### config.mk
export PLATFORM = sky130hd
export DESIGN_NAME = pli_port_led_indicator
export DESIGN_NICKNAME = d
export VERILOG_FILES = /design/src/hw/pli_pkg.sv /design/src/hw/pli_port_led_indicator.sv /design/src/hw/pli_blinker.sv
export VERILOG_INCLUDE_DIRS = /design/src /design/src/hw
export SDC_FILE = /design/constraint.sdc
export NUM_CORES = 1
export LEC_CHECK = 0
export ABC_AREA = 0
export BUFFER_PORTS_ARGS = -buffer_cell sky130_fd_sc_hd__buf_2
export CAP_MARGIN = 10
export CORE_MARGIN = 3
export CORE_UTILIZATION = 62
export DETAILED_ROUTE_END_ITERATION = 10
export PLACE_DENSITY = 0.8
export SYNTH_ARGS = -nofsm -noshare
export SYNTH_HDL_FRONTEND = slang
export SYNTH_SLANG_ARGS = --single-unit
### constraint.sdc
create_clock -name clock -period 28.4 [get_ports clock]
set_input_delay 4.26 -clock clock [delete_from_list [all_inputs] [get_ports clock]]
set_output_delay 4.26 -clock clock [all_outputs]
set_load 0.02 [all_outputs]
### src/hw/pli_params.svh
`ifndef PLI_PARAMS_SVH
`define PLI_PARAMS_SVH
`define PLI_NUM_PORTS      9
`define PLI_MAP_ZERO       4'h0
`define PLI_MAP_ONE        4'h1
`define PLI_MAP_TWO        4'h2
`define PLI_MAP_THREE      4'h3
`define PLI_MAP_RESET      4'h0
`define PLI_SLOW_HALF_NS   80
`define PLI_FAST_HALF_NS   20
`define PLI_CLOCK_NS       10
`define PLI_SLOW_HALF_CYC  (`PLI_SLOW_HALF_NS / `PLI_CLOCK_NS)
`define PLI_FAST_HALF_CYC  (`PLI_FAST_HALF_NS / `PLI_CLOCK_NS)
`define PLI_STRETCH_CYC    16
`endif

### src/hw/pli_pkg.sv
package pli_pkg;
   typedef enum logic [1:0]
   {
      PLI_MAP0 = 2'b00,
      PLI_MAP1 = 2'b01,
      PLI_MAP2 = 2'b10,
      PLI_MAP3 = 2'b11
   } pli_map_e;

   typedef struct packed
   {
      logic linkUp;
      logic speed100;
      logic fullDuplex;
      logic collision;
      logic txActive;
      logic rxActive;
   } pli_port_s;

   typedef logic [3:0] pli_lamps_t;
endpackage : pli_pkg

### src/hw/pli_port_led_indicator.sv
// What this block does
// - Mode code captured after reset release selects mapping
// - Lamp zero active low, speed or collision
// - Mapping one lamp zero: speed, link, blink
// - Lamp one shows full duplex, maps 0-2
// - Mapping three lamp two: duplex plus collision
// - Lamp three: link, blinking on traffic
// - Lamp three: receive, or 100M link
// - Pins undriven during reset, driven after
`timescale 1ns/10ps
`default_nettype none
`include "pli_params.svh"
module pli_port_led_indicator
   import pli_pkg::*;
(
   // Clock and reset
   input  wire logic                        clock,
   input  wire logic                        reset,
   input  wire logic                        clockEnable,
   // Mode strap pins
   input  wire logic [3:0]                  indicatorMapSelect,
   // Port status
   input  wire pli_pkg::pli_port_s [8:0]    portStatus,
   // Indicator pins
   output logic [8:0]                       portIndicatorZero,
   output logic [8:0]                       portIndicatorOne,
   output logic [8:0]                       portIndicatorTwo,
   output logic [8:0]                       portIndicatorThree,
   output logic [35:0]                      indicatorOe_n,
   output logic                             factoryTestMode
);
   import pli_pkg::*;

   logic [3:0]  mapSel_q;
   logic        captured_q;
   logic        drive_q;
   pli_map_e    map;
   logic [8:0]  slowOn, fastOn, actBusy, collOn, collBusy;
   logic [8:0]  lit0_d, lit1_d, lit2_d, lit3_d;

   // Lit on link; dark blink phases only while traffic is seen
   function automatic logic link_lamp(input logic up, input logic busyAct, input logic phase);
      return up && !(busyAct && !phase);
   endfunction : link_lamp

   // Strap caught by the clock after release, never by the async reset
   always_ff @(posedge clock or posedge reset)
      if (reset)
      begin
         mapSel_q   <= `PLI_MAP_RESET;
         captured_q <= 1'b0;
      end
      else if (clockEnable && !captured_q)
      begin
         mapSel_q   <= indicatorMapSelect;
         captured_q <= 1'b1;
      end

   // Output drivers wait until the strap is held
   always_ff @(posedge clock or posedge reset)
      if (reset)
         drive_q <= 1'b0;
      else if (clockEnable)
         drive_q <= captured_q;

   assign map             = pli_map_e'(mapSel_q[1:0]);
   // Test codes keep the normal decode of the low bits, so code 6 runs mapping two
   assign factoryTestMode = mapSel_q[3] | mapSel_q[2];

   genvar p;
   generate
      for (p = 0; p < `PLI_NUM_PORTS; p++)
      begin : g_port
         logic act;
         assign act = portStatus[p].txActive | portStatus[p].rxActive;
         pli_blinker #(.HALF(`PLI_SLOW_HALF_CYC)) u_slow
         (
            .clock      (clock),
            .reset      (reset),
            .clockEnable(clockEnable),
            .event_i    (act),
            .blinkOn    (slowOn[p]),
            .busy       (actBusy[p])
         );
         pli_blinker #(.HALF(`PLI_FAST_HALF_CYC)) u_fast
         (
            .clock      (clock),
            .reset      (reset),
            .clockEnable(clockEnable),
            .event_i    (act),
            .blinkOn    (fastOn[p]),
            .busy       ()
         );
         pli_blinker #(.HALF(`PLI_FAST_HALF_CYC)) u_coll
         (
            .clock      (clock),
            .reset      (reset),
            .clockEnable(clockEnable),
            .event_i    (portStatus[p].collision),
            .blinkOn    (collOn[p]),
            .busy       (collBusy[p])
         );
      end
   endgenerate

   // Lit flags per port, decoded from the selected mapping
   always_comb
   begin
      for (int i = 0; i < `PLI_NUM_PORTS; i++)
      begin
         lit0_d[i] = 1'b0;
         lit1_d[i] = 1'b0;
         lit2_d[i] = 1'b0;
         lit3_d[i] = 1'b0;
         case (map)
            PLI_MAP0:
            begin
               lit0_d[i] = portStatus[i].speed100;
               lit1_d[i] = portStatus[i].fullDuplex;
               lit2_d[i] = portStatus[i].collision;
               lit3_d[i] = link_lamp(portStatus[i].linkUp, actBusy[i], slowOn[i]);
            end
            PLI_MAP1:
            begin
               // Link steady, blink gaps only while traffic
               lit0_d[i] = link_lamp(portStatus[i].linkUp, actBusy[i],
                  portStatus[i].speed100 ? fastOn[i] : slowOn[i]);
               lit1_d[i] = portStatus[i].fullDuplex;
               lit2_d[i] = portStatus[i].txActive;
               lit3_d[i] = portStatus[i].rxActive;
            end
            PLI_MAP2:
            begin
               lit0_d[i] = portStatus[i].collision;
               lit1_d[i] = portStatus[i].fullDuplex;
               lit2_d[i] = portStatus[i].linkUp && !portStatus[i].speed100;
               lit3_d[i] = portStatus[i].linkUp && portStatus[i].speed100;
            end
            PLI_MAP3:
            begin
               lit0_d[i] = portStatus[i].speed100;
               lit1_d[i] = 1'b0;
               lit2_d[i] = portStatus[i].fullDuplex || (collBusy[i] && collOn[i]);
               lit3_d[i] = link_lamp(portStatus[i].linkUp, actBusy[i], slowOn[i]);
            end
            default:
            begin
               lit0_d[i] = 1'b0;
            end
         endcase
      end
   end

   // Active-low pin registers; dark (high) until driving starts
   always_ff @(posedge clock or posedge reset)
      if (reset)
      begin
         portIndicatorZero  <= 9'h1ff;
         portIndicatorOne   <= 9'h1ff;
         portIndicatorTwo   <= 9'h1ff;
         portIndicatorThree <= 9'h1ff;
      end
      else if (clockEnable)
      begin
         portIndicatorZero  <= drive_q ? ~lit0_d : 9'h1ff;
         portIndicatorOne   <= drive_q ? ~lit1_d : 9'h1ff;
         portIndicatorTwo   <= drive_q ? ~lit2_d : 9'h1ff;
         portIndicatorThree <= drive_q ? ~lit3_d : 9'h1ff;
      end

   assign indicatorOe_n = drive_q ? 36'h000000000 : 36'hfffffffff;

   undriven_in_reset_a: assert property (@(posedge clock) reset |-> indicatorOe_n == 36'hfffffffff)
      else $error("indicator pins driven in reset");
   drive_after_capture_a: assert property (@(posedge clock) disable iff (reset)
      $rose(captured_q) && clockEnable |=> drive_q)
      else $error("drive not enabled after capture");
   strap_held_a: assert property (@(posedge clock) disable iff (reset)
      captured_q && $past(captured_q) |-> $stable(mapSel_q))
      else $error("map select changed after capture");
   speed_lamp_a: assert property (@(posedge clock) disable iff (reset)
      clockEnable && drive_q && (map == PLI_MAP0 || map == PLI_MAP3)
      |=> portIndicatorZero[0] == !$past(portStatus[0].speed100))
      else $error("speed lamp wrong");
   duplex_lamp_a: assert property (@(posedge clock) disable iff (reset)
      clockEnable && drive_q && map != PLI_MAP3
      |=> portIndicatorOne[0] == !$past(portStatus[0].fullDuplex))
      else $error("duplex lamp wrong");
   rx_lamp_a: assert property (@(posedge clock) disable iff (reset)
      clockEnable && drive_q && map == PLI_MAP1
      |=> portIndicatorThree[0] == !$past(portStatus[0].rxActive))
      else $error("receive lamp wrong");
   link_down_dark_a: assert property (@(posedge clock) disable iff (reset)
      clockEnable && drive_q && map == PLI_MAP0 && !portStatus[0].linkUp
      |=> portIndicatorThree[0])
      else $error("link lamp lit with link down");
   map2_lamp_two_a: assert property (@(posedge clock) disable iff (reset)
      clockEnable && drive_q && map == PLI_MAP2
      |=> portIndicatorTwo[0] == !$past(portStatus[0].linkUp && !portStatus[0].speed100))
      else $error("10M link lamp wrong");
   full_duplex_lit_a: assert property (@(posedge clock) disable iff (reset)
      clockEnable && drive_q && map == PLI_MAP3 && portStatus[0].fullDuplex
      |=> !portIndicatorTwo[0])
      else $error("full duplex lamp dark");

   map1_seen_c: cover property (@(posedge clock) drive_q && map == PLI_MAP1);
   map3_coll_c: cover property (@(posedge clock) drive_q && map == PLI_MAP3 && collBusy[0]);
   blink_c: cover property (@(posedge clock) drive_q && actBusy[0] && !portIndicatorThree[0]);
endmodule : pli_port_led_indicator
`default_nettype wire

### src/hw/pli_blinker.sv
`timescale 1ns/10ps
`default_nettype none
`include "pli_params.svh"
// Free-running blink phase; events are stretched so short frames still show
module pli_blinker
#(
   parameter int unsigned HALF = 2
)
(
   // Clock and reset
   input  wire logic clock,
   input  wire logic reset,
   input  wire logic clockEnable,
   // Activity
   input  wire logic event_i,
   output logic      blinkOn,
   output logic      busy
);
   logic [15:0] phase_q;
   logic [4:0]  stretch_q;
   logic        toggle_q;

   always_ff @(posedge clock or posedge reset)
      if (reset)
      begin
         phase_q  <= 16'h0000;
         toggle_q <= 1'b0;
      end
      else if (clockEnable)
      begin
         if (phase_q >= 16'(HALF - 1))
         begin
            phase_q  <= 16'h0000;
            toggle_q <= ~toggle_q;
         end
         else
            phase_q <= phase_q + 16'h0001;
      end

   always_ff @(posedge clock or posedge reset)
      if (reset)
         stretch_q <= 5'h00;
      else if (clockEnable)
      begin
         if (event_i)
            stretch_q <= 5'(`PLI_STRETCH_CYC);
         else if (stretch_q != 5'h00)
            stretch_q <= stretch_q - 5'h01;
      end

   assign busy    = event_i || (stretch_q != 5'h00);
   assign blinkOn = busy && toggle_q;
endmodule : pli_blinker
`default_nettype wire

==> flow_metrics.py, run 1 <==
metrics = {
    "outcome": {
        "status": "complete, no violations",
    },
    "worst_setup_path": {
        "cp.required_ns": 28.97,
        "critPathCaptureType": "async pin",
        "path_max_fanout": 122,
        "worstSetupPathType": "in -> async",
        "start_kind": "primary input",
        "cp.arrival_ns": 7.61,
    },
    "cells_and_area": {
        "syn_to_final_growth_pct": 10.0,
        "multi_input_area_um2": 13700,
        "fillers": 3626,
        "final_area_um2": 33900,
        "register_area_um2": 16000,
        "drive_above_1_share": 0.107,
        "post-route-util": 0.692,
        "final_cells": 3881,
        "nets": 3354,
    },
    "grt": {
        "grt_use_met3": 0.0448,
        "antenna_found_initial": 3,
        "grt_first_pass_wirelength_mm": 115,
        "grtUsageTotal": 0.261,
        "grt_pass1_vias": 23766,
        "gr-max-usage-layer": "met2",
        "grt_max_degree": 167,
        "grt.overflow.total": 0,
        "grt_util_met2": 0.453,
        "met1_usage": 0.331,
    },
    "sta": {
        "hold_viol_final": 0,
        "finalSetupViolations": 0,
        "slew_violations": 0,
        "finalCritPeriodShare": 0.248,
        "relSlewSlack": 0.322,
        "holdWs_ns": 0.479,
        "tightestPinTransition_ns": 1.02,
        "setup_tns_ns": 0,
        "fmax_mhz": 142,
        "skew_ns": 0.0104,
        "fin_crit_ns": 7.04,
        "grt_setup_unrepaired": "false",
    },
    "placement": {
        "dp.cells": 3766,
        "post_dp_cell_area_um2": 31700,
        "gp_congestion": 0.878,
        "place_hpwl_mm": 45.3,
        "port-buffer-count": 133,
    },
    "power_and_ir_drop": {
        "ir_drop_uv": 56.3,
        "power_density_nw_per_um2": 82.3,
        "p_leak_nw": 15.6,
    },
    "routing": {
        "drtPass1Iterations": 7,
        "viasPerCell": 6.16,
        "ant_nets": 0,
        "drc": 0,
        "wl_mm": 68.3,
        "wl_per_cell_um": 17.6,
        "drtIter0Drc": 1843,
        "num_vias": 23920,
    },
    "synthesis": {
        "synthDistinctLibCells": 66,
        "synth_top_area_frac": 0.487,
        "ys_warn_count": 0,
        "synthTopCellsByCount": "600 x dfrtp_1, 497 x nor2_1, 196 x nand2_1",
        "syn_area_per_cell_um2": 9.90,
        "ys_async_sr_fraction": 1.00,
        "synth_edf_count": 0,
        "ys_seq_area_frac": 0.518,
        "netlist_area_um2": 30800,
        "yosys.area.top_type": "dfrtp_1",
        "synth.ff_latch_count": 636,
        "ys.flop_type": "dfrtp_1",
        "synthCells": 3114,
        "netlist_top_cells_area": "dfrtp_1 49%, nor2_1 6.0%, ha_1 4.9%",
        "synth.most_common_cell": "dfrtp_1",
        "synth_nets": 3297,
    },
    "floorplanning": {
        "die_x_um": 229,
        "dieArea_um2": 52500,
        "io_pins": 134,
        "std_cell_rows": 81,
        "die_h_um": 229,
        "initial_core_util": 0.629,
        "coreArea_um2": 49100,
    },
    "clock_tree": {
        "cts_resized": 0,
        "clk_latency_ns": 0.59,
        "clkSinkCount": 636,
        "cts_root_buf": "clkbuf_16",
        "clockBufferDepth": 3,
        "htreeDepth": 3,
        "clk_pin_slew_ns": 0.06,
        "cts_buffers": 67,
        "cts-hold-fix-buffers": 0,
        "cts_tree": "done",
        "post_cts_buffers": 0,
    },
    "flow_run": {
        "maxCapViolCount": 0,
    },
    "hold_path": {
        "hold_path.class": "reg -> reg",
    },
}
flip-flops by register name, indices dropped and copies added (netlist names), 45 cells and up:
signal	cells
g_port.u_fast.phase_q	144
g_port.u_coll.stretch_q	45
g_port.u_slow.stretch_q	45
g_port.u_slow.phase_q	144
g_port.u_coll.phase_q	144
g_port.u_fast.stretch_q	45
metrics by stage:
step,power (mW),setup WS (ns)
after floorplan,1.72,6.38
after global placement,1.85,20.65
after detailed placement,1.91,20.54
after CTS,2.81,21.19
after global routing,2.96,20.78
final,2.79,21.36
critical path: stages:
cell,delay [ns]
buf_2,0.13
inv_8,0.52
buf_4,0.81
buf_4,0.80
buf_4,0.90
logic make-up after synthesis:
kind of cell,share of synthesized area
simple gates,0.212
mux,0.00694
fa+ha+maj,0.0495
flops,0.518
compound gates,0.136
buf+inv,0.0398
xor+xnor,0.0378
per-layer routing:
layer	routed length [µm]	up-vias
met1	28300	11885
met5	35	-
met4	2320	4
li1	-	11270
met2	34600	584
met3	3060	177
path summary, 6_finish.rpt:
kind | start | to | slack, ns | cells after the start
setup / recovery | reset | g_port[3].u_slow.phase_q[13] | 21.36 | 5
hold / removal | g_port[4].u_coll.toggle_q | g_port[4].u_coll.toggle_q | 0.48 | 1
setup reg to reg | mapSel_q[0] | portIndicatorZero[7] | 26.13 | 6
hold reg to reg | g_port[4].u_coll.toggle_q | g_port[4].u_coll.toggle_q | 0.48 | 1
max in group clock | clockEnable | portIndicatorThree[3] | 21.96 | 5
min in group asynchronous | reset | g_port[7].u_fast.phase_q[12] | 3.80 | 2
cells in the final DEF, fill, tap and decap left out, drive strengths merged, types with 30 or more instances in the layout:
cell type  count
nand2b        30
and3          43
and2          42
nand4         74
xor2          89
buf          146
o211ai        40
nor2         497
ha           122
o21ai         76
a21oi        140
nand3         50
and4          43
clkbuf        96
a31oi        105
inv          126
nor2b         50
a41oi         57
nand2        196
dfstp         36
nor4         104
nor3          76
o31ai         49
xnor2         44
dfrtp        600
power by group:
part	internal, mW	total [mW]	switching [mW]
clock network	0.537	0.891	0.354
logic	0.264	0.667	0.403
registers	1.06	1.24	0.173
layout make-up:
class	instances	share of cell area
clock buffer	96	0.0581
tap	664	0.0245
inverter	125	0.0140
multi-input combinational	2195	0.402
timing repair buffer	146	0.0232
antenna	1	0.0000737
sequential	636	0.470
clock inverter	18	0.00756
No activity file was read; power rests on OpenSTA's default activity.
==> inputs of run 2 (changes only) <==
Settings changed: ABC_AREA 0 to 1, CORE_UTILIZATION 62 to 56, PLACE_DENSITY 0.8 to 0.77.
Clock period 28.4 ns to 5.8 ns, I/O delays scaled along.
==> run 2 against run 1 <==
Combinational power grew to 4.5 times the previous value. First-iteration DRC count shrank 20%. Sequential power grew to 4.6 times the previous value. Worst hold slack worse by 0.081 ns. Die area grew 4.1%. Flip-flop and latch count did not move. Critical endpoint is now indicatorOe_n[29]. Highest routed layer unchanged.
==> flow_metrics.py, run 2 <==
metrics = {
    "worst_setup_path": {
        "worstSetupPathType": "reg -> out",
        "rr_endpoint": "portIndicatorThree[0]",
        "cp.arrival_ns": 1.87,
        "critPathCaptureType": "output port",
        "cp.required_ns": 4.93,
        "r2r-start": "mapSel_q[1]",
        "start_kind": "register",
        "rr_worst_depth": 5,
        "r2r_slack_ns": 3.23,
        "path_max_fanout": 37,
    },
    "cells_and_area": {
        "drive_above_1_share": 0.0878,
        "layout_commonest_cell": "inv_1",
        "nets": 3574,
        "syn_to_final_growth_pct": 10.9,
        "final_cell_mix": "683 x inv_1, 610 x nor2_1, 600 x dfrtp_1, 415 x nand2_1, 135 x nand3_1",
        "top_regs": "g_port.u_coll.phase_q: 144 flops, g_port.u_fast.phase_q: 144 flops, g_port.u_slow.phase_q: 144 flops",
        "final_area_um2": 32200,
        "final_cells": 4116,
        "register_area_um2": 16000,
        "multi_input_area_um2": 9750,
        "fillers": 4038,
    },
    "synthesis": {
        "ys_async_sr_fraction": 1.00,
        "yosys.area.top_type": "dfrtp_1",
        "ys.flop_type": "dfrtp_1",
        "synthDistinctLibCells": 40,
        "synth_compound_area_frac": 0.0600,
        "synth_mux_area_frac": 0,
        "ys_seq_area_frac": 0.550,
        "synth_top_area_frac": 0.517,
        "synthTopCellsByCount": "685 x inv_1, 610 x nor2_1, 600 x dfrtp_1",
        "synth_edf_count": 0,
        "synthCells": 3297,
        "synth.most_common_cell": "inv_1",
        "ys_warn_count": 0,
        "synth_top_family_by_area": "simple AND/OR/NAND/NOR gates",
        "synth_nets": 3480,
        "syn_area_per_cell_um2": 8.81,
        "yosys.area_share.simple": 0.193,
        "netlist_area_um2": 29000,
        "synthXorXnorAreaFrac": 0.0302,
        "synthAdderAreaFrac": 0.0526,
        "netlist_top_cells_area": "dfrtp_1 52%, inv_1 8.9%, nor2_1 7.9%",
        "synth.ff_latch_count": 636,
    },
    "floorplanning": {
        "die_h_um": 234,
        "std_cell_rows": 82,
        "coreArea_um2": 50700,
        "dieArea_um2": 54600,
        "io_pins": 134,
        "initial_core_util": 0.573,
        "die_x_um": 234,
    },
    "routing": {
        "wl_met3_mm": 3.06,
        "drtPass1Iterations": 7,
        "wl_per_cell_um": 13.7,
        "wl_met1_mm": 25.8,
        "wl_mm": 56.4,
        "top_layer": "met5",
        "drc": 0,
        "viasPerCell": 4.98,
        "num_vias": 20480,
        "met2_wirelength_mm": 26.1,
        "ant_nets": 0,
        "drtIter0Drc": 1481,
    },
    "power_and_ir_drop": {
        "p_leak_nw": 16.7,
        "ir_drop_uv": 212,
        "power_density_nw_per_um2": 404,
    },
    "sta": {
        "fin_crit_ns": 2.74,
        "setup_tns_ns": 0,
        "holdWs_ns": 0.398,
        "finalCritPeriodShare": 0.472,
        "slew_violations": 0,
        "fmax_mhz": 365,
        "grt_setup_unrepaired": "false",
        "layout_setup_ws_ns": 3.06,
        "tightestPinTransition_ns": 1.17,
        "finalSetupViolations": 0,
        "relSlewSlack": 0.221,
        "hold_viol_final": 0,
        "skew_ns": 0.0218,
    },
    "clock_tree": {
        "cts_root_buf": "clkbuf_16",
        "cts_buffers": 66,
        "cts-hold-fix-buffers": 0,
        "clk_latency_ns": 0.58,
        "clkSinkCount": 636,
        "htreeDepth": 3,
        "cts_resized": 0,
        "post_cts_buffers": 0,
        "clockBufferDepth": 3,
        "clk_pin_slew_ns": 0.06,
        "cts_tree": "done",
    },
    "grt": {
        "grtUsageTotal": 0.211,
        "grt_first_pass_wirelength_mm": 94.8,
        "antenna_found_initial": 5,
        "grt.overflow.total": 0,
        "grt_pass1_vias": 19860,
        "grt_max_degree": 221,
    },
    "placement": {
        "dp.cells": 3995,
        "pre_cts_slack_ns": 2.96,
        "port-buffer-count": 133,
        "place_hpwl_mm": 36.4,
        "gp_congestion": 0.886,
        "post_dp_cell_area_um2": 30000,
    },
    "outcome": {
        "status": "complete, no violations",
    },
    "flow_run": {
        "maxCapViolCount": 0,
    },
    "hold_path": {
        "hold_path.class": "in -> async",
    },
}
[run 2: cell count changes after synthesis, moves of 54 or more]
cell	previous run	this run
clkbuf_1	78	5
inv_1	123	685
nand3_1	50	135
a31oi_1	105	18
nand2_1	196	415
nor2_1	497	610
a41oi_1	54	0
nor4_1	104	4
[run 2: worst max-delay path by stage]
| stage | startpoint | to | slack (ns) | depth (start not counted) |
|---|---|---|---|---|
| floorplan | reset | captured_q | -3.73 | 1 |
| global placement | clockEnable | g_port[2].u_slow.phase_q[3] | 3.04 | 6 |
| detailed placement | clockEnable | g_port[2].u_slow.phase_q[3] | 2.96 | 6 |
| CTS | drive_q | indicatorOe_n[29] | 3.01 | 2 |
| global route | drive_q | indicatorOe_n[1] | 2.91 | 2 |
| finish | drive_q | indicatorOe_n[29] | 3.06 | 2 |
[run 2: kinds of logic after synthesis]
kind of cell    Yosys count
compound gates          307
fa+ha+maj               122
buf+inv                 808
xor+xnor                100
simple gates           1324
flops                   636
[run 2: stage by stage]
step	utilization	power, mW
CTS	0.635	13.1
global route	0.635	13.8
global placement	0.591	8.59
floorplan	-	7.95
detailed placement	0.591	8.72
finish	0.636	13.0
[run 2: power breakdown]
group / switching, mW / internal [mW] / total, mW
clock network: 1.70 / 2.60 / 4.30
logic: 1.85 / 1.18 / 3.03
registers: 0.524 / 5.14 / 5.67
total: 4.07 / 8.93 / 13.0
[run 2: worst max-delay path, stage by stage (launching register included)]
cell,delay [ns]
dfrtp_1,0.45
inv_1,0.54
buf_2,0.29
[run 2: final cells by class]
type,instances,share of cell area
Tap cell,672,0.0261
Timing Repair Buffer,144,0.0259
Multi-Input combinational cell,1853,0.303
Clock inverter,17,0.00684
Sequential cell,636,0.495
Clock buffer,99,0.0621
Inverter,690,0.0805
Antenna cell,5,0.000388
[run 2: layer usage]
metal | vias up | GRT usage
li1 | 10235 | -
met2 | 368 | 0.338
met5 | - | 0
met4 | 6 | 0.0696
met3 | 108 | 0.0377
met1 | 9763 | 0.294
==> inputs of run 3 (changes only) <==
Clock period 5.8 ns to 2.2 ns, I/O delays scaled along.
==> run 3 against run 2 <==
Core utilization rose by 1.4 points. Cell count grew 1.7%. Sequential share of layout area down 1.1 points. Wire length is 2.4% higher. Setup slack worse by 2.9 ns. Flip-flop and latch count is the same. Worst hold slack worse by 0.37 ns. Count of clock-buffer cells in the layout up 8. Critical path depth did not move. Critical path type unchanged. Highest routed layer unchanged.
==> flow_metrics.py, run 3 (same netlist as run 2, synthesis figures left out) <==
metrics = {
    "floorplanning": {
        "initial_core_util": 0.573,
        "std_cell_rows": 82,
        "coreArea_um2": 50700,
        "die_x_um": 234,
        "dieArea_um2": 54600,
        "die_h_um": 234,
        "io_pins": 134,
    },
    "worst_setup_path": {
        "cp.required_ns": 1.87,
        "r2r_slack_ns": 0.31,
        "crit_chain": "clkinvlp_4 -> buf_2",
        "path_max_fanout": 37,
        "r2r-start": "mapSel_q[0]",
        "slowest_delay_ns": 0.41,
        "critPathLaunch": "drive_q",
        "worstSetupPathType": "reg -> out",
        "critPathCaptureType": "output port",
        "rr_worst_depth": 7,
        "crit_path_end": "indicatorOe_n[15]",
        "rr_endpoint": "portIndicatorThree[3]",
        "start_kind": "register",
        "cp.arrival_ns": 1.69,
        "crit_slowest_cell": "dfrtp_1",
    },
    "sta": {
        "fin_crit_ns": 2.02,
        "finalSetupViolations": 0,
        "relSlewSlack": 0.483,
        "tightestPinTransition_ns": 0.776,
        "skew_ns": 0.0307,
        "hold_viol_final": 0,
        "holdWs_ns": 0.0325,
        "slew_violations": 0,
        "finalCritPeriodShare": 0.920,
        "grt_setup_unrepaired": "false",
        "layout_setup_ws_ns": 0.176,
        "fmax_mhz": 494,
    },
    "routing": {
        "drc": 0,
        "num_vias": 20800,
        "wl_mm": 57.8,
        "drtIter0Drc": 1350,
        "wl_per_cell_um": 13.8,
        "ant_nets": 0,
        "viasPerCell": 4.97,
        "drtPass1Iterations": 8,
    },
    "cells_and_area": {
        "drive_above_1_share": 0.0974,
        "layout_commonest_cell": "inv_1",
        "final_cell_mix": "682 x inv_1, 610 x nor2_1, 600 x dfrtp_1, 415 x nand2_1, 135 x nand3_1",
        "syn_to_final_growth_pct": 13.5,
        "top_regs": "g_port.u_coll.phase_q: 144 flops, g_port.u_fast.phase_q: 144 flops, g_port.u_slow.phase_q: 144 flops",
        "final_cells": 4187,
        "nets": 3642,
        "fillers": 3957,
    },
    "grt": {
        "antenna_found_initial": 4,
        "grt_first_pass_wirelength_mm": 97.7,
        "grt_max_degree": 92,
        "grtUsageTotal": 0.216,
        "grt_pass1_vias": 20548,
        "grt.overflow.total": 0,
    },
    "clock_tree": {
        "clockBufferDepth": 3,
        "cts_tree": "done",
        "cts_buffers": 68,
        "htreeDepth": 3,
        "cts_root_buf": "clkbuf_16",
        "post_cts_buffers": 0,
        "clk_latency_ns": 0.61,
        "clk_pin_slew_ns": 0.05,
        "clkSinkCount": 636,
    },
    "outcome": {
        "status": "complete, no violations",
    },
    "placement": {
        "gp_congestion": 0.889,
        "place_hpwl_mm": 38.8,
        "port-buffer-count": 133,
        "pre_cts_slack_ns": 0.362,
        "dp.cells": 4032,
    },
    "hold_path": {
        "hold_path.class": "in -> reg",
    },
    "flow_run": {
        "maxCapViolCount": 0,
    },
    "power_and_ir_drop": {
        "power_mw": 34.3,
        "power_density_nw_per_um2": 1040,
        "p_leak_nw": 17.0,
        "ir_drop_uv": 652,
    },
}
run 3: cell count changes in the layout (fill, tap and decap cells not counted), moves of 2 or more:
cell,before,now
inv_6,2,4
diode_2,5,2
buf_4,5,29
clkinv_8,0,2
clkbuf_1,14,20
clkbuf_8,16,19
buf_12,6,19
dlygate4sd3_1,0,29
bufinv_16,5,1
run 3: metal layers:
metal,vias to the layer above,GRT usage,wire [µm]
li1,10397,-,-
met1,9837,0.302,26300
met2,432,0.345,26700
met3,128,0.0398,3080
met4,6,0.0698,1660
met5,-,0,41
run 3: what timing repair did:
item                                   CTS  global route
endpoints found under the hold margin  130             0
setup endpoints to repair                0            36
gates resized for setup                  0             1
hold buffers                            29             0
run 3: worst min-delay path by stage:
stage                                      start                            end  slack (ns)  cells after the start
global route                      portStatus[20]  g_port[3].u_coll.stretch_q[4]        0.02                      3
finish                            portStatus[38]  g_port[6].u_coll.stretch_q[4]        0.03                      3
global placement     g_port[4].u_coll.phase_q[6]    g_port[4].u_coll.phase_q[6]        0.45                      2
CTS                               portStatus[41]           portIndicatorZero[6]       0.002                      4
detailed placement  g_port[6].u_fast.phase_q[12]   g_port[6].u_fast.phase_q[12]        0.46                      2
floorplan                          portStatus[3]            portIndicatorOne[0]        0.40                      1
run 3: stage by stage:
step	cell area (µm²)	utilization	setup TNS, ns
global placement	30400	0.600	0
global route	32900	0.650	0
finish	32900	0.650	0
detailed placement	30400	0.600	0
CTS	32900	0.650	0
floorplan	29000	-	-4228.78
run 3: layout make-up:
cell class	instances	area [µm²]	area share
Sequential cell	636	16000	0.484
Multi-Input combinational cell	1853	9750	0.296
Inverter	690	2600	0.0788
Clock buffer	107	2040	0.0619
Timing Repair Buffer	210	1560	0.0475
Tap cell	672	841	0.0255
Clock inverter	17	188	0.00570
Antenna cell	2	5.00	0.000152
run 3: power by group:
group | switching (mW) | internal [mW] | total (mW)
Clock | 4.69 | 6.55 | 11.2
Combinational | 4.89 | 3.24 | 8.13
Sequential | 1.36 | 13.6 | 14.9
run 3: critical path: cells and delay by family, from the launching register on:
kind / cells / cell delay [ns]
flops: 1 / 0.41
buf+inv: 2 / 0.68
